`src/verilog/divide_pkg.sv`:
```
// shared constants and types for the decimal divide unit
package divide_pkg;

  // ==========================================================
  // widths
  localparam int ADDR_W = 14;
  localparam int MAX_DIVISOR = 16;
  localparam int CNT_W = 5;
  localparam int KLEN_W = 6;
  localparam int CYC_W = 16;

  // ==========================================================
  // character layout: word mark, zones, digit
  localparam int CH_WM_BIT = 7;
  localparam int CH_BZONE_BIT = 5;
  localparam int CH_AZONE_BIT = 4;
  localparam logic [1:0] ZONE_NONE = 2'h0;
  localparam logic [1:0] ZONE_PLUS = 2'h3;
  localparam logic [1:0] ZONE_MINUS = 2'h2;
  localparam logic [3:0] DIGIT_MAX = 4'h9;

  // operation code of the divide instruction (encoding is arbitrary)
  localparam logic [7:0] OP_DIVIDE = 8'h25;

  // cycles added to the instruction length for the count
  localparam logic [CYC_W-1:0] FETCH_EXTRA = 16'h0002;

  // ==========================================================
  // reset values
  localparam logic [ADDR_W-1:0] ADDR_RST = 14'h0000;
  localparam logic [CYC_W-1:0] CYC_RST = 16'h0000;

  // ==========================================================
  // types
  typedef enum logic [3:0] {
    ST_IDLE = 4'h0,
    ST_A_RD = 4'h1,
    ST_B_RD = 4'h2,
    ST_W_RD = 4'h3,
    ST_Q_RD = 4'h4,
    ST_SUB = 4'h5,
    ST_W_WR = 4'h6,
    ST_Q_WR = 4'h7,
    ST_DONE = 4'h8
  } state_e;

  typedef struct packed {
    logic we;
    logic [ADDR_W-1:0] addr;
    logic [7:0] wdata;
  } mem_req_s;

endpackage

```
`src/verilog/bcd_sub_cell.sv`:
```
// one decimal digit of a ripple subtractor
`timescale 1ns/100ps
module bcd_sub_cell (
  // operands
  input wire logic [3:0] a_in,
  input wire logic [3:0] b_in,
  input wire logic borrow_in,
  // result
  output logic [3:0] diff_out,
  output logic borrow_out
);
  logic [4:0] raw;

  always_comb begin
    raw = {1'b0, a_in} - {1'b0, b_in} - {4'h0, borrow_in};
    borrow_out = raw[4];
    // wrap a negative digit back into 0..9
    diff_out = raw[4] ? 4'(raw[3:0] + 4'ha) : raw[3:0];
  end
endmodule // bcd_sub_cell

```
`src/verilog/decimal_divide_unit.sv`:
```
// decimal divide unit working on character-addressed storage
`timescale 1ns/100ps
module decimal_divide_unit (
  // clock and reset
  input wire logic REF_CLK_IN,
  input wire logic RESET_IN,
  // instruction from the sequencer
  input wire logic START_IN,
  input wire logic [7:0] OP_CODE_IN,
  input wire logic [divide_pkg::ADDR_W-1:0] A_ADDR_IN,
  input wire logic [divide_pkg::ADDR_W-1:0] B_ADDR_IN,
  input wire logic [divide_pkg::ADDR_W-1:0]
    NEXT_SEQUENTIAL_INSTRUCTION_ADDRESS_IN,
  input wire logic [3:0] INSTR_LEN_IN,
  // storage port
  output logic MEM_REQ_OUT,
  output divide_pkg::mem_req_s MEM_OUT,
  input wire logic MEM_ACK_IN,
  input wire logic [7:0] MEM_RDATA_IN,
  // status and address registers
  output logic BUSY_OUT,
  output logic DONE_OUT,
  output logic OVERFLOW_OUT,
  output logic [divide_pkg::ADDR_W-1:0] I_REG_OUT,
  output logic [divide_pkg::ADDR_W-1:0] A_REG_OUT,
  output logic [divide_pkg::ADDR_W-1:0] B_REG_OUT,
  output logic [divide_pkg::CYC_W-1:0] CYCLES_OUT
);
  localparam int MD = divide_pkg::MAX_DIVISOR;
  localparam int AW = divide_pkg::ADDR_W;

  divide_pkg::state_e state_reg;
  logic [3:0] div_reg [MD];
  logic [7:0] win_reg [MD+1];
  logic [divide_pkg::CNT_W-1:0] lr_reg;
  logic [divide_pkg::CNT_W-1:0] j_reg;
  logic [divide_pkg::KLEN_W-1:0] ld_reg;
  logic [divide_pkg::KLEN_W-1:0] k_reg;
  logic [AW-1:0] b_start_reg;
  logic [AW-1:0] base_reg;
  logic [AW-1:0] units_reg;
  logic [AW-1:0] addr_reg;
  logic [7:0] wdata_reg;
  logic [7:0] qchar_reg;
  logic [3:0] qd_reg;
  logic div_neg_reg;
  logic dvd_neg_reg;
  logic div_zero_reg;
  logic [3:0] diff [MD+1];
  logic [MD+1:0] borrow;
  logic [3:0] sub_b [MD+1];
  logic try_neg;
  logic last_step;
  logic [1:0] qzone;
  logic [1:0] rzone;
  logic [AW-1:0] qaddr;

  // ==========================================================
  // trial subtraction of divisor from the window
  assign borrow[0] = 1'b0;
  genvar g;
  generate
    for (g = 0; g <= MD; g++) begin : g_sub
      assign sub_b[g] = (g < int'(lr_reg)) ? div_reg[g % MD] : 4'h0;
      bcd_sub_cell u_cell (
        .a_in(win_reg[g][3:0]),
        .b_in(sub_b[g]),
        .borrow_in(borrow[g]),
        .diff_out(diff[g]),
        .borrow_out(borrow[g+1])
      );
    end
  endgenerate

  assign try_neg = borrow[lr_reg + 5'h01];
  assign last_step = (k_reg == ld_reg - 6'h01);
  assign qaddr = AW'(base_reg - AW'(lr_reg) - 14'h0001);
  assign qzone = (div_neg_reg ^ dvd_neg_reg) ? divide_pkg::ZONE_MINUS
                                              : divide_pkg::ZONE_PLUS;
  assign rzone = MEM_RDATA_IN[divide_pkg::CH_BZONE_BIT:
                              divide_pkg::CH_AZONE_BIT];

  // ==========================================================
  // storage port
  always_comb begin
    MEM_REQ_OUT = 1'b0;
    MEM_OUT.we = 1'b0;
    case (state_reg)
      divide_pkg::ST_A_RD, divide_pkg::ST_B_RD, divide_pkg::ST_W_RD,
      divide_pkg::ST_Q_RD: MEM_REQ_OUT = 1'b1;
      divide_pkg::ST_W_WR, divide_pkg::ST_Q_WR: begin
        MEM_REQ_OUT = 1'b1;
        MEM_OUT.we = 1'b1;
      end
      default: MEM_REQ_OUT = 1'b0;
    endcase
    MEM_OUT.addr = addr_reg;
    MEM_OUT.wdata = wdata_reg;
  end

  assign BUSY_OUT = (state_reg != divide_pkg::ST_IDLE) &&
                    (state_reg != divide_pkg::ST_DONE);

  // ==========================================================
  // sequencer
  always_ff @(posedge REF_CLK_IN) begin
    if (RESET_IN) begin
      state_reg <= divide_pkg::ST_IDLE;
      DONE_OUT <= 1'b0;
      OVERFLOW_OUT <= 1'b0;
      addr_reg <= divide_pkg::ADDR_RST;
      wdata_reg <= 8'h00;
      I_REG_OUT <= divide_pkg::ADDR_RST;
      A_REG_OUT <= divide_pkg::ADDR_RST;
      B_REG_OUT <= divide_pkg::ADDR_RST;
      CYCLES_OUT <= divide_pkg::CYC_RST;
      lr_reg <= '0;
      j_reg <= '0;
      ld_reg <= '0;
      k_reg <= '0;
      b_start_reg <= divide_pkg::ADDR_RST;
      base_reg <= divide_pkg::ADDR_RST;
      units_reg <= divide_pkg::ADDR_RST;
      qchar_reg <= 8'h00;
      qd_reg <= 4'h0;
      div_neg_reg <= 1'b0;
      dvd_neg_reg <= 1'b0;
      div_zero_reg <= 1'b1;
    end else begin
      DONE_OUT <= 1'b0;
      if (MEM_REQ_OUT && MEM_ACK_IN) begin
        CYCLES_OUT <= CYCLES_OUT + 16'h0001;
      end
      case (state_reg)
        divide_pkg::ST_IDLE, divide_pkg::ST_DONE: begin
          if (START_IN && OP_CODE_IN == divide_pkg::OP_DIVIDE) begin
            state_reg <= divide_pkg::ST_A_RD;
            OVERFLOW_OUT <= 1'b0;
            addr_reg <= A_ADDR_IN;
            b_start_reg <= B_ADDR_IN;
            I_REG_OUT <= NEXT_SEQUENTIAL_INSTRUCTION_ADDRESS_IN;
            A_REG_OUT <= A_ADDR_IN;
            CYCLES_OUT <= 16'(INSTR_LEN_IN) + divide_pkg::FETCH_EXTRA;
            j_reg <= '0;
            div_zero_reg <= 1'b1;
          end
        end
        divide_pkg::ST_A_RD: if (MEM_ACK_IN) begin
          div_reg[j_reg[3:0]] <= MEM_RDATA_IN[3:0];
          if (MEM_RDATA_IN[3:0] != 4'h0) begin
            div_zero_reg <= 1'b0;
          end
          if (j_reg == '0) begin
            // only a lone B zone marks a negative divisor
            div_neg_reg <= (rzone == divide_pkg::ZONE_MINUS);
          end
          if (MEM_RDATA_IN[divide_pkg::CH_WM_BIT] ||
              j_reg == 5'(MD - 1)) begin
            lr_reg <= j_reg + 5'h01;
            A_REG_OUT <= AW'(addr_reg - 14'h0001);
            addr_reg <= b_start_reg;
            j_reg <= '0;
            state_reg <= divide_pkg::ST_B_RD;
          end else begin
            j_reg <= j_reg + 5'h01;
            addr_reg <= AW'(addr_reg - 14'h0001);
          end
        end
        divide_pkg::ST_B_RD: if (MEM_ACK_IN) begin
          // the zoned character ends the dividend; appended zeros count
          if (rzone != divide_pkg::ZONE_NONE) begin
            dvd_neg_reg <= (rzone == divide_pkg::ZONE_MINUS);
            units_reg <= addr_reg;
            ld_reg <= 6'(j_reg) + 6'h01;
            k_reg <= '0;
            j_reg <= '0;
            base_reg <= b_start_reg;
            addr_reg <= b_start_reg;
            if (div_zero_reg) begin
              OVERFLOW_OUT <= 1'b1;
              B_REG_OUT <= AW'(addr_reg - AW'(lr_reg) - AW'(j_reg)
                               - 14'h0002);
              DONE_OUT <= 1'b1;
              state_reg <= divide_pkg::ST_DONE;
            end else begin
              state_reg <= divide_pkg::ST_W_RD;
            end
          end else begin
            j_reg <= j_reg + 5'h01;
            addr_reg <= AW'(addr_reg + 14'h0001);
          end
        end
        divide_pkg::ST_W_RD: if (MEM_ACK_IN) begin
          win_reg[j_reg] <= MEM_RDATA_IN;
          if (j_reg == lr_reg) begin
            addr_reg <= qaddr;
            state_reg <= divide_pkg::ST_Q_RD;
          end else begin
            j_reg <= j_reg + 5'h01;
            addr_reg <= AW'(addr_reg - 14'h0001);
          end
        end
        divide_pkg::ST_Q_RD: if (MEM_ACK_IN) begin
          // counting starts from what is already there
          qchar_reg <= MEM_RDATA_IN;
          qd_reg <= MEM_RDATA_IN[3:0];
          state_reg <= divide_pkg::ST_SUB;
        end
        divide_pkg::ST_SUB: begin
          if (!try_neg) begin
            if (qd_reg == divide_pkg::DIGIT_MAX) begin
              OVERFLOW_OUT <= 1'b1;
              B_REG_OUT <= AW'(qaddr - 14'h0001);
              DONE_OUT <= 1'b1;
              state_reg <= divide_pkg::ST_DONE;
            end else begin
              qd_reg <= qd_reg + 4'h1;
              for (int i = 0; i <= MD; i++) begin
                if (i <= int'(lr_reg)) begin
                  win_reg[i][3:0] <= diff[i];
                end
              end
            end
          end else begin
            // negative try is simply not committed
            j_reg <= '0;
            addr_reg <= base_reg;
            wdata_reg <= win_reg[0];
            state_reg <= divide_pkg::ST_W_WR;
          end
        end
        divide_pkg::ST_W_WR: if (MEM_ACK_IN) begin
          if (j_reg == lr_reg) begin
            addr_reg <= qaddr;
            wdata_reg <= {qchar_reg[7:6],
                          last_step ? qzone : qchar_reg[5:4],
                          qd_reg};
            state_reg <= divide_pkg::ST_Q_WR;
          end else begin
            j_reg <= j_reg + 5'h01;
            addr_reg <= AW'(addr_reg - 14'h0001);
            wdata_reg <= win_reg[j_reg + 5'h01];
          end
        end
        divide_pkg::ST_Q_WR: if (MEM_ACK_IN) begin
          if (last_step) begin
            B_REG_OUT <= AW'(qaddr - 14'h0001);
            DONE_OUT <= 1'b1;
            state_reg <= divide_pkg::ST_DONE;
          end else begin
            k_reg <= k_reg + 6'h01;
            j_reg <= '0;
            base_reg <= AW'(base_reg + 14'h0001);
            addr_reg <= AW'(base_reg + 14'h0001);
            state_reg <= divide_pkg::ST_W_RD;
          end
        end
        default: state_reg <= divide_pkg::ST_IDLE;
      endcase
    end
  end
endmodule // decimal_divide_unit

```
`config.mk`:
```
export PLATFORM = sky130hd
export DESIGN_NAME = decimal_divide_unit
export DESIGN_NICKNAME = d
export VERILOG_FILES = /design/src/verilog/divide_pkg.sv /design/src/verilog/bcd_sub_cell.sv /design/src/verilog/decimal_divide_unit.sv
export SDC_FILE = /design/constraint.sdc
export NUM_CORES = 1
export LEC_CHECK = 0
export BUFFER_PORTS_ARGS = -buffer_cell sky130_fd_sc_hd__buf_2
export CORE_MARGIN = 2
export CORE_UTILIZATION = 48
export CTS_CLUSTER_SIZE = 14
export DETAILED_ROUTE_END_ITERATION = 12
export GPL_TIMING_DRIVEN = 0
export HOLD_SLACK_MARGIN = 0.08
export PLACE_DENSITY_LB_ADDON = 0.25
export SLEW_MARGIN = 20
export SYNTH_ARGS = -nofsm -noshare
export SYNTH_HDL_FRONTEND = slang
export SYNTH_SLANG_ARGS = --single-unit
```
`constraint.sdc`:
```
create_clock -name REF_CLK_IN -period 63.3 [get_ports REF_CLK_IN]
set_input_delay 0 -clock REF_CLK_IN [delete_from_list [all_inputs] [get_ports REF_CLK_IN]]
set_output_delay 0 -clock REF_CLK_IN [all_outputs]
set_load 0.03 [all_outputs]
```
==> metrics.csv <==
metric,value,unit
first_global_vias,21700,
synth_nets,2836,
cts_made_buffers,53,
synth_edf_count,320,
cp-end-kind,register,
p_per_area,27.6,mW/mm^2
yosys_warnings,0,
via_per_inst,6.08,
grt-busiest-layer,met2,
clk-insertion-delay-late,640,ps
slowest_stage,xnor2_1,
drtIter0Drc,2440,
die_y,243,um
clk_path_buf_depth,3,
hold_depth,3,
cts.reportedPaths.clkPinSlew,60,ps
r2r_cells,128,
crit_path_frequent_cell,fa_1,
ir_worst_vdd,20.6,uV
gr-total-overflow,0,
ant_nets,0,
area_growth,15.0,%
instances_no_fill,3640,
grt.total_usage,30.3,%
synth_top_cell_area_share,35.0,%
leakage,0.0116,uW
hold_class,input pin to register,
antenna_found_initial,0,
fin_crit_sh,46.3,%
synth_common_cells,"320 x edfxtp_1, 271 x nand2_1, 234 x nor2_1, 165 x inv_1, 150 x ha_1",
worst_pin_slew,1070,ps
outcome,"complete, no violations",
avgRoutedWirePerCell,25.0,um
use_met1,38.7,%
finalHoldViolCount,0,
finalCriticalPeriod,29340,ps
reg2reg_slack,33960,ps
synth_area,0.0275,mm^2
die_area,0.0592,mm^2
worstReg2RegStart,lr_reg[0]$_SDFFE_PP0P_,
hold-path-endpoint,win_reg[3][1]$_DFFE_PP_,
grt_pass1_wl,134000,um
synthDistinctLibCells,89,
synth-main-ff-cell,edfxtp_1,
final-setup-viol-count,0,
synth-seq-area-share,45.7,%
io_pins,151,
cts_max_level,2,
cpPeakStageDelay,660,ps
clock-sinks,467,
tritoncts,built,
grt_max_degree,38,
worstHoldStart,RESET_IN,
cp.required,63560,ps
nets,3096,
crit_arrival,29600,ps
ctsRootBufferMaster,clkbuf_16,
cts_resized,0,
num_antenna_cells,0,
drc,0,
startpoint_type,register,
dpl.hpwl,66100,um
initial_core_util,48.6,%
relSlewSlack,28.4,%
drv_slew,0,
die_w,243,um
skew,35.5,ps
io_buffers,150,
criticalPathCategory,register to register,
yosysTopAreaCell,edfxtp_1,
synth.avg_cell_area,10.6,um^2
rsz0062_at_grt,no,
coreArea,0.0565,mm^2
dp_cells,3486,
maxCapViolCount,0,
met2_usage,50.8,%
routabilityCongestion,1.02,
drive_gt1_share,14.2,%
syn_inst,2580,
synth-seq-cells,467,
largest_register_ffs,256,
drt_first_pass_iters,5,
grt.met3_usage,4.67,%
worstPathMaxFanout,10,
postRouteWirelength,90800,um
synth_area_leaders,"edfxtp_1 35%, dfxtp_1 11%, ha_1 6.8%",
async_reset_ff_share,0,%
vias,22100,
clock.fmax,0.0341,GHz
row_count,87,
final.setup.tns,0,ps
cts_setup_buffers,0,
reg2reg_to,win_reg[10][0]$_DFFE_PP_,
yosysMostFrequentCell,edfxtp_1,
==> cells by family after synthesis <==
group | after synthesis | share of synthesized area (%)
buf+inv | 314 | 4.52
mux | 137 | 8.47
fa+ha+maj | 190 | 9.74
flops | 467 | 45.7
xor+xnor | 186 | 6.04
compound gates | 445 | 11.0
simple gates | 841 | 14.5
==> through the flow <==
step	utilization, %	setup slack [ps]	hold slack, ps	power [uW]	area (um^2)
2_1_floorplan	-	39930	95.6	485	27500
3_3_place_gp	51.6	34970	238	544	29200
3_5_place_dp	51.7	34380	237	547	29200
4_1_cts	55.9	34280	98.1	868	31600
5_1_grt	55.9	31900	116	903	31600
6_report	55.9	33960	119	871	31600
==> final cells by class <==
cell class              count  area [um^2]
fillers                  4882        24900
multi-input cells        1799        13700
flip-flops and latches    467        12600
clock buffers              72         1530
repair buffers            205         1300
well taps                 756          946
inverters                 175          657
plain buffers             139          586
clock inverters            27          290
==> what timing repair did <==
| item | 4_1_cts | 5_1_grt |
|---|---|---|
| endpoints found under the hold margin | 224 | 0 |
| setup endpoints to repair | 0 | 0 |
| hold buffers | 55 | 0 |
==> critical path, delay by kind of cell, from the launching register on <==
family	cells	cell delay, ps
AO/OA/AOI/OAI	19	3160
XOR/XNOR	14	5810
adder cells (fa/ha/maj)	34	10150
buffers and inverters	36	5250
flip-flops	1	410
AND/OR/NAND/NOR	25	4210
==> worst max path at each step <==
| stage | start | to | depth (start not counted) |
|---|---|---|---|
| after detailed placement | lr_reg[1]$_SDFFE_PP0P_ | win_reg[10][0]$_DFFE_PP_ | 128 |
| after global placement | lr_reg[1]$_SDFFE_PP0P_ | win_reg[10][0]$_DFFE_PP_ | 128 |
| final | lr_reg[0]$_SDFFE_PP0P_ | win_reg[10][0]$_DFFE_PP_ | 128 |
| after CTS | lr_reg[1]$_SDFFE_PP0P_ | win_reg[10][0]$_DFFE_PP_ | 128 |
| after global routing | lr_reg[0]$_SDFFE_PP0P_ | win_reg[7][2]$_DFFE_PP_ | 128 |
| after floorplan | lr_reg[4]$_SDFFE_PP0P_ | win_reg[5][0]$_DFFE_PP_ | 129 |
==> cells in the final DEF (no fill, tap or decap), types with 56 or more instances in the layout <==
cell       count
clkbuf_1     109
buf_2        172
clkbuf_16     56
dfxtp_1      147
xnor2_1      108
o21ai_0       96
edfxtp_1     320
ha_1         150
nor2_1       234
a21oi_1      112
nand2_1      271
xor2_1        72
mux4_2        75
inv_1        165
==> power breakdown <==
group	switching [uW]	internal [uW]	total, uW
registers	4.65	329	333
logic	138	78.3	216
clock network	131	190	321
total	273	597	871
==> routing by layer <==
metal	wire length [um]	part of all wire (%)	vias to the layer above
li1	-	-	9824
met4	4350	4.8	0
met2	43500	48	1086
met3	7480	8.2	255
met5	0	0	-
met1	35500	39	11000
Power figures use the tool's default switching activity.
